`src/core/nvs_pkg.sv`:
```
// Package with command addresses, timing counts and carrier types
`default_nettype none
package nvs_pkg;
  localparam int unsigned CLK_HZ        = 40_000_000; // System clock rate
  localparam int unsigned ADDR_W        = 15;         // Address lines width
  localparam int unsigned DATA_W        = 8;          // Data lines width
  // Command sequence addresses (lower 14 bits used by the device)
  localparam logic [14:0] SEQ_A1        = 15'h0E38;   // First step
  localparam logic [14:0] SEQ_A2        = 15'h31C7;   // Second step
  localparam logic [14:0] SEQ_A3        = 15'h03E0;   // Third step
  localparam logic [14:0] SEQ_A4        = 15'h3C1F;   // Fourth step
  localparam logic [14:0] SEQ_A5        = 15'h303F;   // Fifth step
  localparam logic [14:0] SEQ_STORE     = 15'h0FC0;   // Final: store
  localparam logic [14:0] SEQ_RECALL    = 15'h0C63;   // Final: recall
  localparam logic [14:0] SEQ_PLS_OFF   = 15'h0B45;   // Final: disable
  localparam logic [14:0] SEQ_PLS_ON    = 15'h0B46;   // Final: enable
  // Bus cycle timing in ns and derived cycle counts (least, round up)
  localparam int unsigned T_CYCLE_NS    = 50;         // Read cycle length
  localparam int unsigned T_SETUP_NS    = 25;         // Address setup
  localparam int unsigned CYC_ACCESS    =
    (T_CYCLE_NS * (CLK_HZ / 1_000_000) + 999) / 1000; // Strobe cycles
  localparam int unsigned CYC_SETUP     =
    (T_SETUP_NS * (CLK_HZ / 1_000_000) + 999) / 1000; // Setup cycles
  // Register offsets of the AXI4-Lite control block
  localparam logic [3:0]  OFF_CTRL      = 4'h0;       // Command register
  localparam logic [3:0]  OFF_STAT      = 4'h4;       // Status register
  localparam logic [3:0]  OFF_ADDR      = 4'h8;       // Single op address
  localparam logic [3:0]  OFF_DATA      = 4'hC;       // Single op data
  localparam int unsigned CTRL_GO_BIT   = 31;         // Start bit position
  localparam int unsigned STAT_BUSY_BIT = 0;          // Busy bit position
  localparam int unsigned STAT_PLS_BIT  = 1;          // Power-loss-store flag
  localparam int unsigned STAT_NVB_BIT  = 2;          // Device busy pin low
  localparam int unsigned STAT_ABT_BIT  = 3;          // Sequence aborted flag, never set, reads 0
  localparam logic [1:0]  RESP_OKAY     = 2'h0;       // AXI okay
  localparam logic [1:0]  RESP_SLVERR   = 2'h2;       // AXI slave error
  // Host commands
  typedef enum logic [2:0] {
    NVS_CMD_READ   = 3'b000,
    NVS_CMD_WRITE  = 3'b001,
    NVS_CMD_STORE  = 3'b010,
    NVS_CMD_RECALL = 3'b011,
    NVS_CMD_PLSOFF = 3'b100,
    NVS_CMD_PLSON  = 3'b101
  } nvs_cmd_t;
  // One bus cycle request towards the pin engine
  typedef struct packed {
    logic              write;
    logic [14:0]       addr;
    logic [7:0]        wdata;
  } nvs_req_t;
  // Device pin outputs
  typedef struct packed {
    logic              ce_n;
    logic              oe_n;
    logic              we_n;
    logic [14:0]       addr;
    logic [7:0]        dq_o;
    logic              dq_oe;
  } nvs_pins_t;
endpackage : nvs_pkg
`default_nettype wire

```
`src/core/nvs_cycle.sv`:
```
// Single parallel bus cycle engine driving the memory pins
`timescale 1ns/1ps
`default_nettype none
module nvs_cycle (
  input  wire logic              aclk,        // System clock
  input  wire logic              aresetn,     // Sync reset, active low
  input  wire logic              req_valid,   // Cycle request
  output logic                   req_ready,   // Engine idle
  input  wire nvs_pkg::nvs_req_t req,         // Cycle descriptor
  output logic                   done,        // Cycle finished pulse
  output logic [7:0]             rdata,       // Captured read data
  input  wire logic [7:0]        dq_i,        // Data pins in
  output nvs_pkg::nvs_pins_t     pins         // Pin outputs
);
  typedef enum logic [1:0] {
    CY_IDLE  = 2'b00,
    CY_SETUP = 2'b01,
    CY_STRB  = 2'b10
  } nvs_cy_t;
  nvs_cy_t            st_reg, st_next;        // Engine state
  logic [7:0]         cnt_reg, cnt_next;      // Phase counter
  nvs_pkg::nvs_req_t  cur_reg, cur_next;      // Latched request
  logic [7:0]         rd_reg, rd_next;        // Read data
  logic               done_reg, done_next;    // Done pulse
  nvs_pkg::nvs_pins_t pin_reg, pin_next;      // Pin flops

  assign req_ready = (st_reg == CY_IDLE);
  assign done      = done_reg;
  assign rdata     = rd_reg;
  assign pins      = pin_reg;

  // Next state of the cycle engine
  always_comb begin
    st_next   = st_reg;
    cnt_next  = cnt_reg;
    cur_next  = cur_reg;
    rd_next   = rd_reg;
    done_next = 1'b0;
    pin_next  = pin_reg;
    unique case (st_reg)
      CY_IDLE: begin
        if (req_valid) begin
          cur_next      = req;
          pin_next.addr = req.addr;
          pin_next.dq_o = req.wdata;
          cnt_next      = 8'(nvs_pkg::CYC_SETUP);
          st_next       = CY_SETUP;
        end
      end
      CY_SETUP: begin
        // Address settles before any strobe
        if (cnt_reg <= 8'h01) begin
          pin_next.ce_n  = 1'b0;
          pin_next.oe_n  = cur_reg.write;
          // Write strobe only for writes, high through reads
          pin_next.we_n  = ~cur_reg.write;
          pin_next.dq_oe = cur_reg.write;
          cnt_next       = 8'(nvs_pkg::CYC_ACCESS);
          st_next        = CY_STRB;
        end else begin
          cnt_next = cnt_reg - 8'h01;
        end
      end
      CY_STRB: begin
        if (cnt_reg <= 8'h01) begin
          rd_next   = cur_reg.write ? rd_reg : dq_i;
          pin_next.ce_n  = 1'b1;
          pin_next.oe_n  = 1'b1;
          pin_next.we_n  = 1'b1;
          pin_next.dq_oe = 1'b0;
          done_next = 1'b1;
          st_next   = CY_IDLE;
        end else begin
          cnt_next = cnt_reg - 8'h01;
        end
      end
      default: st_next = CY_IDLE;
    endcase
  end

  // Register update
  always_ff @(posedge aclk) begin
    if (!aresetn) begin
      st_reg   <= CY_IDLE;
      cnt_reg  <= 8'h00;
      cur_reg  <= '0;
      rd_reg   <= 8'h00;
      done_reg <= 1'b0;
      pin_reg  <= '{ce_n: 1'b1, oe_n: 1'b1, we_n: 1'b1,
                    addr: 15'h0000, dq_o: 8'h00, dq_oe: 1'b0};
    end else begin
      st_reg   <= st_next;
      cnt_reg  <= cnt_next;
      cur_reg  <= cur_next;
      rd_reg   <= rd_next;
      done_reg <= done_next;
      pin_reg  <= pin_next;
    end
  end
endmodule : nvs_cycle
`default_nettype wire

```
`src/core/nvs_host.sv`:
```
// Host controller issuing nvSRAM command sequences over AXI4-Lite orders
`timescale 1ns/1ps
`default_nettype none
module nvs_host (
  input  wire logic        aclk,          // System clock
  input  wire logic        aresetn,       // Sync reset, active low
  input  wire logic [3:0]  s_awaddr,      // Write address
  input  wire logic        s_awvalid,     // Write address valid
  output logic             s_awready,     // Write address ready
  input  wire logic [31:0] s_wdata,       // Write data
  input  wire logic [3:0]  s_wstrb,       // Write strobes
  input  wire logic        s_wvalid,      // Write data valid
  output logic             s_wready,      // Write data ready
  output logic [1:0]       s_bresp,       // Write response
  output logic             s_bvalid,      // Write response valid
  input  wire logic        s_bready,      // Write response ready
  input  wire logic [3:0]  s_araddr,      // Read address
  input  wire logic        s_arvalid,     // Read address valid
  output logic             s_arready,     // Read address ready
  output logic [31:0]      s_rdata,       // Read data
  output logic [1:0]       s_rresp,       // Read response
  output logic             s_rvalid,      // Read data valid
  input  wire logic        s_rready,      // Read data ready
  output logic             mem_ce_n,      // Chip select, active low
  output logic             mem_oe_n,      // Output enable, active low
  output logic             mem_we_n,      // Write strobe, active low
  output logic [14:0]      mem_addr,      // Address lines
  input  wire logic [7:0]  mem_dq_i,      // Data lines in
  output logic [7:0]       mem_dq_o,      // Data lines out
  output logic             mem_dq_oe,     // Data lines drive enable
  input  wire logic        store_busy_n_i // Busy pin from device
);
  typedef enum logic [2:0] {
    HS_IDLE = 3'b000,
    HS_ISSUE = 3'b001,
    HS_WAIT = 3'b010,
    HS_BUSY = 3'b011
  } nvs_hs_t;

  // Final address of each command sequence
  function automatic logic [14:0] final_addr(input nvs_pkg::nvs_cmd_t c);
    unique case (c)
      nvs_pkg::NVS_CMD_STORE:  final_addr = nvs_pkg::SEQ_STORE;
      nvs_pkg::NVS_CMD_RECALL: final_addr = nvs_pkg::SEQ_RECALL;
      nvs_pkg::NVS_CMD_PLSOFF: final_addr = nvs_pkg::SEQ_PLS_OFF;
      nvs_pkg::NVS_CMD_PLSON:  final_addr = nvs_pkg::SEQ_PLS_ON;
      default:                 final_addr = nvs_pkg::SEQ_A1;
    endcase
  endfunction : final_addr

  // Address of a given step of a sequence
  function automatic logic [14:0] step_addr(input logic [2:0] s,
                                            input nvs_pkg::nvs_cmd_t c);
    unique case (s)
      3'h0:    step_addr = nvs_pkg::SEQ_A1;
      3'h1:    step_addr = nvs_pkg::SEQ_A2;
      3'h2:    step_addr = nvs_pkg::SEQ_A3;
      3'h3:    step_addr = nvs_pkg::SEQ_A4;
      3'h4:    step_addr = nvs_pkg::SEQ_A5;
      default: step_addr = final_addr(c);
    endcase
  endfunction : step_addr

  nvs_hs_t           st_reg, st_next;       // Sequencer state
  nvs_pkg::nvs_cmd_t cmd_reg, cmd_next;     // Active command
  logic [2:0]        step_reg, step_next;   // Sequence step
  logic [14:0]       addr_reg, addr_next;   // Single op address
  logic [7:0]        data_reg, data_next;   // Single op data
  logic              pls_reg, pls_next;     // Power-loss store shadow
  logic              abt_reg, abt_next;     // Abort flag, cleared at start and never set
  logic              aw_reg, aw_next;       // Address taken
  logic              w_reg, w_next;         // Data taken
  logic [3:0]        awa_reg, awa_next;     // Held write address
  logic [31:0]       wd_reg, wd_next;       // Held write data
  logic [3:0]        ws_reg, ws_next;       // Held write strobes
  logic              bv_reg, bv_next;       // Response pending
  logic [1:0]        br_reg, br_next;       // Response code
  logic              rv_reg, rv_next;       // Read pending
  logic [31:0]       rd_reg, rd_next;       // Read data
  logic [1:0]        rr_reg, rr_next;       // Read code
  logic              cy_valid;              // Cycle request
  logic              cy_ready;              // Engine idle
  logic              cy_done;               // Cycle done
  logic [7:0]        cy_rdata;              // Cycle read data
  nvs_pkg::nvs_req_t cy_req;                // Cycle descriptor
  nvs_pkg::nvs_pins_t pins;                 // Pin group
  logic              busy;                  // Sequencer busy
  logic              wr_go;                 // Write commit

  // One bus cycle at a time on the memory pins
  nvs_cycle u_cycle (
    .aclk      (aclk),
    .aresetn   (aresetn),
    .req_valid (cy_valid),
    .req_ready (cy_ready),
    .req       (cy_req),
    .done      (cy_done),
    .rdata     (cy_rdata),
    .dq_i      (mem_dq_i),
    .pins      (pins)
  );

  assign mem_ce_n  = pins.ce_n;
  assign mem_oe_n  = pins.oe_n;
  assign mem_we_n  = pins.we_n;
  assign mem_addr  = pins.addr;
  assign mem_dq_o  = pins.dq_o;
  assign mem_dq_oe = pins.dq_oe;
  assign busy      = (st_reg != HS_IDLE);

  // Sequence steps issue reads, single writes only for the write order
  assign cy_valid      = (st_reg == HS_ISSUE) && cy_ready;
  assign cy_req.write  = (cmd_reg == nvs_pkg::NVS_CMD_WRITE);
  assign cy_req.addr   = (cmd_reg == nvs_pkg::NVS_CMD_READ ||
                          cmd_reg == nvs_pkg::NVS_CMD_WRITE) ? addr_reg :
                         step_addr(step_reg, cmd_reg);
  assign cy_req.wdata  = data_reg;

  // AXI ready and response outputs
  assign s_awready = !aw_reg && !bv_reg;
  assign s_wready  = !w_reg && !bv_reg;
  assign s_bvalid  = bv_reg;
  assign s_bresp   = br_reg;
  assign s_arready = !rv_reg;
  assign s_rvalid  = rv_reg;
  assign s_rdata   = rd_reg;
  assign s_rresp   = rr_reg;
  assign wr_go     = aw_reg && w_reg && !bv_reg;

  // Sequencer and register file next values
  always_comb begin
    st_next   = st_reg;
    cmd_next  = cmd_reg;
    step_next = step_reg;
    addr_next = addr_reg;
    data_next = data_reg;
    pls_next  = pls_reg;
    abt_next  = abt_reg;
    aw_next   = aw_reg;
    w_next    = w_reg;
    awa_next  = awa_reg;
    wd_next   = wd_reg;
    ws_next   = ws_reg;
    bv_next   = bv_reg;
    br_next   = br_reg;
    rv_next   = rv_reg;
    rd_next   = rd_reg;
    rr_next   = rr_reg;
    // Capture address and data in either order
    if (s_awvalid && s_awready) begin
      aw_next  = 1'b1;
      awa_next = s_awaddr;
    end
    if (s_wvalid && s_wready) begin
      w_next  = 1'b1;
      wd_next = s_wdata;
      ws_next = s_wstrb;
    end
    if (wr_go) begin
      aw_next = 1'b0;
      w_next  = 1'b0;
      bv_next = 1'b1;
      br_next = nvs_pkg::RESP_OKAY;
      unique case (awa_reg)
        nvs_pkg::OFF_ADDR: if (ws_reg[1:0] == 2'b11)
          addr_next = wd_reg[14:0];
        nvs_pkg::OFF_DATA: if (ws_reg[0]) data_next = wd_reg[7:0];
        nvs_pkg::OFF_CTRL: begin
          // Start only when the sequencer is idle and the command code is at most 5
          if (wd_reg[nvs_pkg::CTRL_GO_BIT] && !busy && wd_reg[2:0] <= 3'h5)
          begin
            cmd_next  = nvs_pkg::nvs_cmd_t'(wd_reg[2:0]);
            step_next = 3'h0;
            abt_next  = 1'b0;
            st_next   = HS_ISSUE;
          end else if (wd_reg[nvs_pkg::CTRL_GO_BIT]) begin
            br_next = nvs_pkg::RESP_SLVERR;
          end
        end
        nvs_pkg::OFF_STAT: br_next = nvs_pkg::RESP_SLVERR;
        default:           br_next = nvs_pkg::RESP_SLVERR;
      endcase
    end
    if (bv_reg && s_bready) bv_next = 1'b0;
    // Register reads
    if (s_arvalid && s_arready) begin
      rv_next = 1'b1;
      rr_next = nvs_pkg::RESP_OKAY;
      unique case (s_araddr)
        nvs_pkg::OFF_CTRL: rd_next = {29'h0, cmd_reg};
        nvs_pkg::OFF_STAT: rd_next = {28'h0, abt_reg, ~store_busy_n_i,
                                      pls_reg, busy};
        nvs_pkg::OFF_ADDR: rd_next = {17'h0, addr_reg};
        nvs_pkg::OFF_DATA: rd_next = {24'h0, data_reg};
        default: begin
          rd_next = 32'h0000_0000;
          rr_next = nvs_pkg::RESP_SLVERR;
        end
      endcase
    end else if (rv_reg && s_rready) begin
      rv_next = 1'b0;
    end
    // Command sequencer
    unique case (st_reg)
      HS_IDLE: ;
      HS_ISSUE: begin
        // Device refuses access while its busy pin is low
        if (!store_busy_n_i) st_next = HS_BUSY;
        else if (cy_ready) st_next = HS_WAIT;
      end
      HS_WAIT: begin
        if (cy_done) begin
          if (cmd_reg == nvs_pkg::NVS_CMD_READ ||
              cmd_reg == nvs_pkg::NVS_CMD_WRITE) begin
            if (cmd_reg == nvs_pkg::NVS_CMD_READ) data_next = cy_rdata;
            st_next = HS_BUSY;
          end else if (step_reg == 3'h5) begin
            // Shadow of the device power-loss store flag
            if (cmd_reg == nvs_pkg::NVS_CMD_PLSOFF) pls_next = 1'b0;
            if (cmd_reg == nvs_pkg::NVS_CMD_PLSON)  pls_next = 1'b1;
            st_next = HS_BUSY;
          end else begin
            // Back to back reads, no other access between
            step_next = step_reg + 3'h1;
            st_next   = HS_ISSUE;
          end
        end
      end
      HS_BUSY: begin
        // Hold off next order until busy pin is high again
        if (store_busy_n_i) st_next = HS_IDLE;
      end
      default: st_next = HS_IDLE;
    endcase
  end

  // Register update
  always_ff @(posedge aclk) begin
    if (!aresetn) begin
      st_reg   <= HS_IDLE;
      cmd_reg  <= nvs_pkg::NVS_CMD_READ;
      step_reg <= 3'h0;
      addr_reg <= 15'h0000;
      data_reg <= 8'h00;
      pls_reg  <= 1'b1;
      abt_reg  <= 1'b0;
      aw_reg   <= 1'b0;
      w_reg    <= 1'b0;
      awa_reg  <= 4'h0;
      wd_reg   <= 32'h0000_0000;
      ws_reg   <= 4'h0;
      bv_reg   <= 1'b0;
      br_reg   <= 2'h0;
      rv_reg   <= 1'b0;
      rd_reg   <= 32'h0000_0000;
      rr_reg   <= 2'h0;
    end else begin
      st_reg   <= st_next;
      cmd_reg  <= cmd_next;
      step_reg <= step_next;
      addr_reg <= addr_next;
      data_reg <= data_next;
      pls_reg  <= pls_next;
      abt_reg  <= abt_next;
      aw_reg   <= aw_next;
      w_reg    <= w_next;
      awa_reg  <= awa_next;
      wd_reg   <= wd_next;
      ws_reg   <= ws_next;
      bv_reg   <= bv_next;
      br_reg   <= br_next;
      rv_reg   <= rv_next;
      rd_reg   <= rd_next;
      rr_reg   <= rr_next;
    end
  end

  // Checks on the pin sequence
  property p_we_high_seq;
    @(posedge aclk) disable iff (!aresetn)
      (!mem_ce_n && cmd_reg != nvs_pkg::NVS_CMD_WRITE) |-> mem_we_n;
  endproperty
  a_we_high_seq: assert property (p_we_high_seq)
    else $error("write strobe low during sequence");
  property p_no_drive_read;
    @(posedge aclk) disable iff (!aresetn)
      (!mem_oe_n) |-> !mem_dq_oe;
  endproperty
  a_no_drive_read: assert property (p_no_drive_read)
    else $error("data driven during read");
  property p_step_addr;
    @(posedge aclk) disable iff (!aresetn)
      ($fell(mem_ce_n) && step_reg == 3'h0 && st_reg == HS_WAIT &&
       cmd_reg >= nvs_pkg::NVS_CMD_STORE) |-> mem_addr == nvs_pkg::SEQ_A1;
  endproperty
  a_step_addr: assert property (p_step_addr)
    else $error("sequence does not start at first address");
  property p_final_recall;
    @(posedge aclk) disable iff (!aresetn)
      ($fell(mem_ce_n) && step_reg == 3'h5 &&
       cmd_reg == nvs_pkg::NVS_CMD_RECALL) |->
        mem_addr == nvs_pkg::SEQ_RECALL;
  endproperty
  a_final_recall: assert property (p_final_recall)
    else $error("recall final address wrong");
  property p_pls_off;
    @(posedge aclk) disable iff (!aresetn)
      (st_reg == HS_WAIT && cy_done && step_reg == 3'h5 &&
       cmd_reg == nvs_pkg::NVS_CMD_PLSOFF) |=> !pls_reg;
  endproperty
  a_pls_off: assert property (p_pls_off)
    else $error("power-loss flag not cleared");
  property p_pls_on;
    @(posedge aclk) disable iff (!aresetn)
      (st_reg == HS_WAIT && cy_done && step_reg == 3'h5 &&
       cmd_reg == nvs_pkg::NVS_CMD_PLSON) |=> pls_reg;
  endproperty
  a_pls_on: assert property (p_pls_on)
    else $error("power-loss flag not set");
  property p_busy_hold;
    @(posedge aclk) disable iff (!aresetn)
      (st_reg == HS_BUSY && !store_busy_n_i) |=> st_reg == HS_BUSY;
  endproperty
  a_busy_hold: assert property (p_busy_hold)
    else $error("left busy wait while pin low");
  property p_step_adv;
    @(posedge aclk) disable iff (!aresetn)
      (st_reg == HS_WAIT && cy_done && step_reg < 3'h5 &&
       cmd_reg >= nvs_pkg::NVS_CMD_STORE) |=>
        step_reg == $past(step_reg) + 3'h1;
  endproperty
  a_step_adv: assert property (p_step_adv)
    else $error("sequence step did not advance");
  c_store: cover property (@(posedge aclk) cy_done && step_reg == 3'h5 &&
    cmd_reg == nvs_pkg::NVS_CMD_STORE);
  c_recall: cover property (@(posedge aclk) cy_done && step_reg == 3'h5 &&
    cmd_reg == nvs_pkg::NVS_CMD_RECALL);
  c_plsoff: cover property (@(posedge aclk) cy_done && step_reg == 3'h5 &&
    cmd_reg == nvs_pkg::NVS_CMD_PLSOFF);
endmodule : nvs_host
`default_nettype wire

```
`config.mk`:
```
export PLATFORM = sky130hd
export DESIGN_NAME = nvs_host
export DESIGN_NICKNAME = d
export VERILOG_FILES = /design/src/core/nvs_pkg.sv /design/src/core/nvs_cycle.sv /design/src/core/nvs_host.sv
export SDC_FILE = /design/constraint.sdc
export NUM_CORES = 1
export LEC_CHECK = 0
export ABC_AREA = 0
export BUFFER_PORTS_ARGS = -buffer_cell sky130_fd_sc_hd__buf_2
export CAP_MARGIN = 20
export CORE_MARGIN = 2
export CORE_UTILIZATION = 45
export DETAILED_ROUTE_END_ITERATION = 10
export GPL_TIMING_DRIVEN = 0
export PLACE_DENSITY_LB_ADDON = 0.2
export SYNTH_ARGS = -nofsm -noshare
export SYNTH_HDL_FRONTEND = slang
export SYNTH_SLANG_ARGS = --single-unit
export TNS_END_PERCENT = 30
```
`constraint.sdc`:
```
create_clock -name aclk -period 2.5 [get_ports aclk]
set_clock_uncertainty 0.2 [all_clocks]
set_input_delay 0.375 -clock aclk [delete_from_list [all_inputs] [get_ports aclk]]
set_output_delay 0.375 -clock aclk [all_outputs]
set_load 0.02 [all_outputs]
```
# --- Yosys cells after proc, flatten, opt, wreduce, memory -nomap -nowiden ---
# Cells that the tools add are included.
totals:
  output_inout_bits: 68
  input_bits: 60
  reg_bits: 158
  wordCells: 153
classes:
  bitwise_logic: 4
  n_addsub: 2
  n_mux: 51
  eq_ne: 25
  order_cmp: 2
  n_reduce_logical: 42
op_table:
  columns: ["op", "n"]
  rows:
  - ["8-bit two-way mux", 10]
  - ["14-bit one-hot mux with 5 select lines", 1]
  - ["15-bit one-hot mux with 4 select lines", 1]
  - ["3-bit two-way mux", 16]
  - ["11-bit one-hot mux with 4 select lines", 1]
  - ["8-bit one-hot mux with 3 select lines", 1]
  - ["3-bit by 2-bit == test with 1-bit output (second input constant)", 6]
  - ["3-bit AND reduction", 6]
  - ["4-bit == test (second input constant)", 4]
  - ["2-bit two-way mux", 8]
  - ["15-bit two-way mux", 1]
  - ["3-bit == test (second input constant)", 4]
  - ["1-bit logical AND", 12]
  - ["3-bit one-hot mux with 4 select lines", 1]
  - ["3-bit by 1-bit == test with 1-bit output (second input constant)", 3]
  - ["3-bit zero test", 3]
  - ["8-bit by 1-bit less-or-equal comparator with 1-bit output (second input constant)", 1]
  - ["4-bit zero test", 2]
  - ["8-bit by 1-bit subtractor with 8-bit output (second input constant)", 1]
  - ["1-bit two-way mux", 7]
  - ["2-bit one-hot mux with 3 select lines", 1]
  - ["3-bit one-hot mux with 2 select lines", 1]
  - ["2-bit nonzero test", 3]
  - ["3-bit nonzero test", 2]
  - ["17 further kinds", 30]

# --- Longest topological paths before layout ---
logic_depth:
  word_depth: 11
  ltp_mapped: 8
  ltp_nobuf: 6

# --- Cells and area by module ---
# A second synthesis with hierarchy kept.
unflattened:
  cells_unflattened: 702
  area_unflattened_um2: 5741.8
modules_own_cells:
  columns: ["module", "cells_per_inst", "area_per_inst_um2", "seq_area_each_um2", "instances"]
  rows:
  - ["nvs_host", 451, 3687.3, 1521.5, 1]
  - ["nvs_cycle", 251, 2054.5, 940.9, 1]

# --- Worst setup path after synthesis ---
# Ideal clock, no wire load.
synth_timing:
  path_kind: "reg-to-reg"
  start: "reg u_cycle.cnt_reg[0]"
  end: "reg u_cycle.cnt_reg[2]"
  slack_ns: 0.129
  stages_incl_launch_ff: 8
  required_ns: 2.214
  period_less_slack_ns: 2.371
  t_arrival_ns: 2.085
  setup_ns: 0.086
  path_buffers: 1
  path_cell_list: "dfxtp_1 > inv_1 > ha_1 > o21bai_1 > nor4_2 > buf_2 > or4_2 > a211oi_1"
synth_between:
  elab_chain_len: 3
  word_cells_on_any_way: 7
  classes_between: "add/sub: 1; order compare: 1; eq/ne: 1; mux: 3; reduce/logical: 1"
synth_lines:
  columns: ["element", "line_no", "source"]
  rows:
  - ["start, declared", "nvs_cycle.sv:21", "logic [7:0] cnt_reg, cnt_next;"]
  - ["start signal, assigned", "nvs_cycle.sv:93", "cnt_reg <= cnt_next;"]
  - ["8-bit by 1-bit subtractor with 8-bit output or 8-bit by 1-bit less-or-equal comparator with 1-bit output (tied branches)", null, null]
  - ["8-bit two-way mux (tied with other cells)", "nvs_cycle.sv:65", "if (cnt_reg <= 8'h01) begin"]
  - ["8-bit one-hot mux with 3 select lines or 3-bit AND reduction (tied branches)", null, null]
# Parallel ways exist; a longest one is shown, timed or not. The select of a mux whose other input is x is not followed.
# A chain may end at the register's enable or synchronous reset.

# --- Worst setup path in the final report ---
layout_timing:
  start: "reg u_cycle.cnt_reg[2]"
  end: "reg u_cycle.cnt_reg[7]"
# Same word-level chain as after synthesis.

==> impl_summary.log <==
[metrics] max-cap violations: 0
[metrics] Synth Flop Type: sky130_fd_sc_hd__dfxtp_1
[metrics] worst path bufs/invs: 1
[metrics] sequence of cells on the critical path: or4_1, buf_2, or4_1, or4_1, a211oi_2
[metrics] Placeable Area: 12100 µm²
[metrics] largest stage delay on the critical path: 0.53 ns
[metrics] core utilization of the finished layout: 59.4%
[metrics] RSZ-0062 raised after global routing: true
[metrics] number of buffers added on ports: 88
[metrics] growth of design area from synthesis to finish: 27.9%
[metrics] grt met3 use: 5.44%
[metrics] Final Hold Viols: 0
[metrics] status: completed
[metrics] # diodes: 0
[metrics] combinational family with the most area after synthesis: compound AO/OA/AOI/OAI gates
[metrics] standard-cell rows: 40
[metrics] number of iterations in the first detailed-routing pass: 5
[metrics] number of buffers added by the clock tree synthesis step: 17
[metrics] total power: 0.00467 W
[metrics] wire per inst: 16.4 µm
[metrics] library cell with the largest summed area after synthesis: sky130_fd_sc_hd__dfxtp_1
[metrics] die boundary width: 116 µm
[metrics] global routing's busiest layer: met2
[metrics] Hold/Removal Path Class: in2reg
[metrics] cells on worst reg2reg path: 5
[metrics] met1 track demand over resource: 33.9%
[metrics] DPL Wire Length: 11.5 mm
[metrics] # DRC: 0
[metrics] worst ir drop on vdd: 0.369 mV
[metrics] Tmin final: 2.50 ns
[metrics] number of max-slew violations in the final report: 0
[metrics] gpl congestion: 0.901
[metrics] H-tree levels: 4
[metrics] Critical Path Slowest Stage Cell: sky130_fd_sc_hd__or4_1
[metrics] element type at the critical path end: flop
[metrics] Syn Area/Cell: 8.58 µm²
[metrics] root buffer cell: sky130_fd_sc_hd__clkbuf_16
[metrics] PD cells: 649 nW/µm²
[metrics] Initial Utilization: 46.4%
[metrics] final worst path period share: 99.8%
[metrics] fraction of the yosys area taken by sequential cells: 43.8%
[metrics] met2 Use GR: 38.6%
[metrics] min-delay src: s_awaddr[3]
[metrics] violation count after the first detailed-routing iteration: 429
[metrics] clock tree buffer depth: 2
[metrics] synth warn: 0
[metrics] Seq cells post-synth: 123
[metrics] DIE AREA: 13400 µm²
[metrics] distinct cell type count of the synthesized netlist: 64
[metrics] number of enable-type register cells in the synthesized netlist: 0
[metrics] Vert. Die Dim: 116 µm
[metrics] fraction of the mapped netlist area in compound gates: 20.5%
[metrics] required time at the endpoint of the critical path: 2.65 ns
[metrics] crit path kind: reg2reg
[metrics] origin of the critical flop-to-flop path: u_cycle.cnt_reg[2]$_SDFFE_PN0P_
[metrics] Arr. time, crit path: 2.64 ns
[metrics] antenna viol nets, final: 0
[metrics] adder-cell share of the synthesized area: 2.45%
[metrics] wire length of the first global-routing pass: 25.3 mm
[metrics] vias: 5333
[metrics] kind of cell adding the most delay to the critical path: simple AND/OR/NAND/NOR gates
[metrics] Hold EP: awa_reg[3]$_SDFFE_PN0P_
[metrics] highest attainable clock frequency: 401 MHz
[metrics] flip-flop count of the largest register, all copies and words added: 27
[metrics] transition time at the pin with the least slew margin: 0.837 ns
[metrics] via density per instance: 5.43
[metrics] Clock Sink Count: 123
[metrics] synthesized instance count: 655
[metrics] share of layout cells above drive strength 1: 22.1%
[metrics] worst hold stages: 3
[metrics] main area contributors after synthesis: sky130_fd_sc_hd__dfxtp_1 (44%), sky130_fd_sc_hd__a21oi_1 (7.6%), sky130_fd_sc_hd__mux2i_1 (6.1%)
[metrics] worst reg2reg endpoint: u_cycle.cnt_reg[7]$_SDFFE_PN0P_
[metrics] CTS tree: built
[metrics] clock transition time at the flip-flop clock pins of the worst setup and hold paths: 0.06 ns
[metrics] synthesized-area fraction occupied by xor and xnor cells: 0%
[metrics] Slew headroom: 43.8%
[metrics] later-pin clock latency in the skew report: 0.43 ns
[metrics] post-synthesis instance area: 5620 µm²
[metrics] async set-or-reset flop fraction in the synthesized netlist: 0%
[metrics] leak pwr: 2.94 nW
[metrics] largest net degree at the start of global routing: 17
[metrics] I/O pin total: 128
[metrics] antenna violations before repair: 0
[metrics] Final setup violation count: 0
[metrics] drt total wl: 16.2 mm
[metrics] nets@finish: 873
[metrics] register-to-register path setup slack: 0.004 ns
[metrics] mux share of post-synthesis cell area: 7.25%
[metrics] residual overflow from global routing: 0
[metrics] highest fanout seen on the critical path: 9
[metrics] total routing usage reported by global routing: 24.6%
[metrics] proportion of netlist area held by the largest area contributor: 43.8%
[metrics] simple-gate share of the synthesized area: 19.0%
[metrics] vias in the first global route: 4953
[metrics] critical path's most frequent cell: sky130_fd_sc_hd__or4_1
[metrics] startpoint type of the worst setup path: flop
==> stage by stage <==
stage | area, µm² | hold WS, ns | setup TNS, ns | setup slack [ns] | cells
after floorplan | 5690 | 0.236 | 0 | 0.129 | 674
after global routing | 7190 | 0.0148 | -0.191 | -0.0840 | 983
final | 7190 | 0.00773 | 0 | 0.00431 | 983
after global placement | 6340 | 0.241 | -0.189 | -0.133 | 930
after CTS | 7130 | 0.00120 | 0 | 0.0369 | 979
after detailed placement | 6340 | 0.246 | -0.950 | -0.175 | 930
==> layer usage <==
metal	vias to the layer above	routed length [µm]
met2	216	7430
li1	2592	-
met1	2504	7350
met5	-	0
met4	0	227
met3	21	1140
==> layout by cell type, fill, tap and decap left out, types with 4 or more instances in the layout <==
cell type,instances
sky130_fd_sc_hd__a211oi_1,7
sky130_fd_sc_hd__nand3_1,11
sky130_fd_sc_hd__clkbuf_1,37
sky130_fd_sc_hd__mux2i_1,34
sky130_fd_sc_hd__nor3_1,13
sky130_fd_sc_hd__nand2_1,69
sky130_fd_sc_hd__and4b_1,4
sky130_fd_sc_hd__nand2b_1,5
sky130_fd_sc_hd__nand3b_1,9
sky130_fd_sc_hd__or4_1,8
sky130_fd_sc_hd__ha_1,10
sky130_fd_sc_hd__nor2b_1,4
sky130_fd_sc_hd__clkbuf_16,17
sky130_fd_sc_hd__nor2_1,49
sky130_fd_sc_hd__o21ai_0,39
sky130_fd_sc_hd__o31ai_1,6
sky130_fd_sc_hd__nor3b_1,4
sky130_fd_sc_hd__conb_1,20
sky130_fd_sc_hd__buf_4,25
sky130_fd_sc_hd__a31oi_1,4
sky130_fd_sc_hd__a21oi_1,85
sky130_fd_sc_hd__inv_1,15
sky130_fd_sc_hd__o211ai_1,5
sky130_fd_sc_hd__or3_1,6
sky130_fd_sc_hd__buf_2,91
sky130_fd_sc_hd__dfxtp_1,122
sky130_fd_sc_hd__a22oi_1,11
sky130_fd_sc_hd__clkinvlp_4,6
sky130_fd_sc_hd__dlygate4sd3_1,17
==> worst max path at each step <==
stage,startpoint,to,cells past startpoint
detailed placement,u_cycle.cnt_reg[0]$_SDFFE_PN0P_,u_cycle.cnt_reg[2]$_SDFFE_PN0P_,7
finish,u_cycle.cnt_reg[2]$_SDFFE_PN0P_,u_cycle.cnt_reg[7]$_SDFFE_PN0P_,5
global placement,u_cycle.cnt_reg[0]$_SDFFE_PN0P_,u_cycle.cnt_reg[2]$_SDFFE_PN0P_,7
CTS,u_cycle.cnt_reg[0]$_SDFFE_PN0P_,u_cycle.cnt_reg[2]$_SDFFE_PN0P_,7
floorplan,u_cycle.cnt_reg[0]$_SDFFE_PN0P_,u_cycle.cnt_reg[2]$_SDFFE_PN0P_,7
global route,u_cycle.cnt_reg[2]$_SDFFE_PN0P_,u_cycle.cnt_reg[7]$_SDFFE_PN0P_,5
==> cells in the mapped netlist, types with 3 or more instances <==
cell type,count
sky130_fd_sc_hd__nor2b_1,4
sky130_fd_sc_hd__nand3_1,11
sky130_fd_sc_hd__dfxtp_1,123
sky130_fd_sc_hd__o31ai_1,8
sky130_fd_sc_hd__o21bai_1,4
sky130_fd_sc_hd__ha_1,11
sky130_fd_sc_hd__and2_1,3
sky130_fd_sc_hd__buf_4,20
sky130_fd_sc_hd__nor3b_1,5
sky130_fd_sc_hd__mux4_2,3
sky130_fd_sc_hd__mux2i_1,34
sky130_fd_sc_hd__nor3_1,13
sky130_fd_sc_hd__o21ai_0,39
sky130_fd_sc_hd__or2_2,3
sky130_fd_sc_hd__a31oi_1,4
sky130_fd_sc_hd__buf_2,4
sky130_fd_sc_hd__o21a_1,3
sky130_fd_sc_hd__and4b_1,4
sky130_fd_sc_hd__or3_1,6
sky130_fd_sc_hd__o211ai_1,5
sky130_fd_sc_hd__or4_1,9
sky130_fd_sc_hd__a22oi_1,11
sky130_fd_sc_hd__a211oi_1,7
sky130_fd_sc_hd__inv_1,16
sky130_fd_sc_hd__clkbuf_1,39
sky130_fd_sc_hd__nor2_1,49
sky130_fd_sc_hd__nand3b_1,9
sky130_fd_sc_hd__nand2_1,69
sky130_fd_sc_hd__nand2b_1,5
sky130_fd_sc_hd__a21oi_1,85
==> where the power goes <==
part	leakage (nW)	switching, W	internal, W
combinational	1.68	0.000178	0.000116
sequential	0.996	0.0000312	0.00199
clock	0.264	0.000931	0.00142
total	2.94	0.00114	0.00353
==> worst reg2reg max path, cell delays in order (launching register included) <==
cell and delay [ns]:
sky130_fd_sc_hd__dfxtp_1 0.35, sky130_fd_sc_hd__or4_1 0.53, sky130_fd_sc_hd__buf_2 0.21, sky130_fd_sc_hd__or4_1 0.48, sky130_fd_sc_hd__or4_1 0.44, sky130_fd_sc_hd__a211oi_2 0.21
==> what timing repair did <==
action                                  4_1_cts  5_1_grt
resized for setup                             7       10
endpoints found under the hold margin        17        0
endpoints found under the setup margin       23       19
hold buffers                                 17        0
setup buffers                                 0        5
pin swaps                                     0        2
==> area by class of cell <==
cell class              count  area, µm²
plain buffers              64        324
flip-flops and latches    123       2460
well taps                 168        210
multi-input cells         469       2910
clock buffers              19        453
fillers                  1102       4920
repair buffers            110        648
clock inverters            13        116
inverters                  17       63.8
==> logic make-up after synthesis <==
logic type	count (synthesis)
DFF	123
and+or+nand+nor	210
AOI/OAI and AO/OA	191
muxes	37
buffers and inverters	82
adders and majority gates	11
other	1
(Power assumes the default switching activity.)
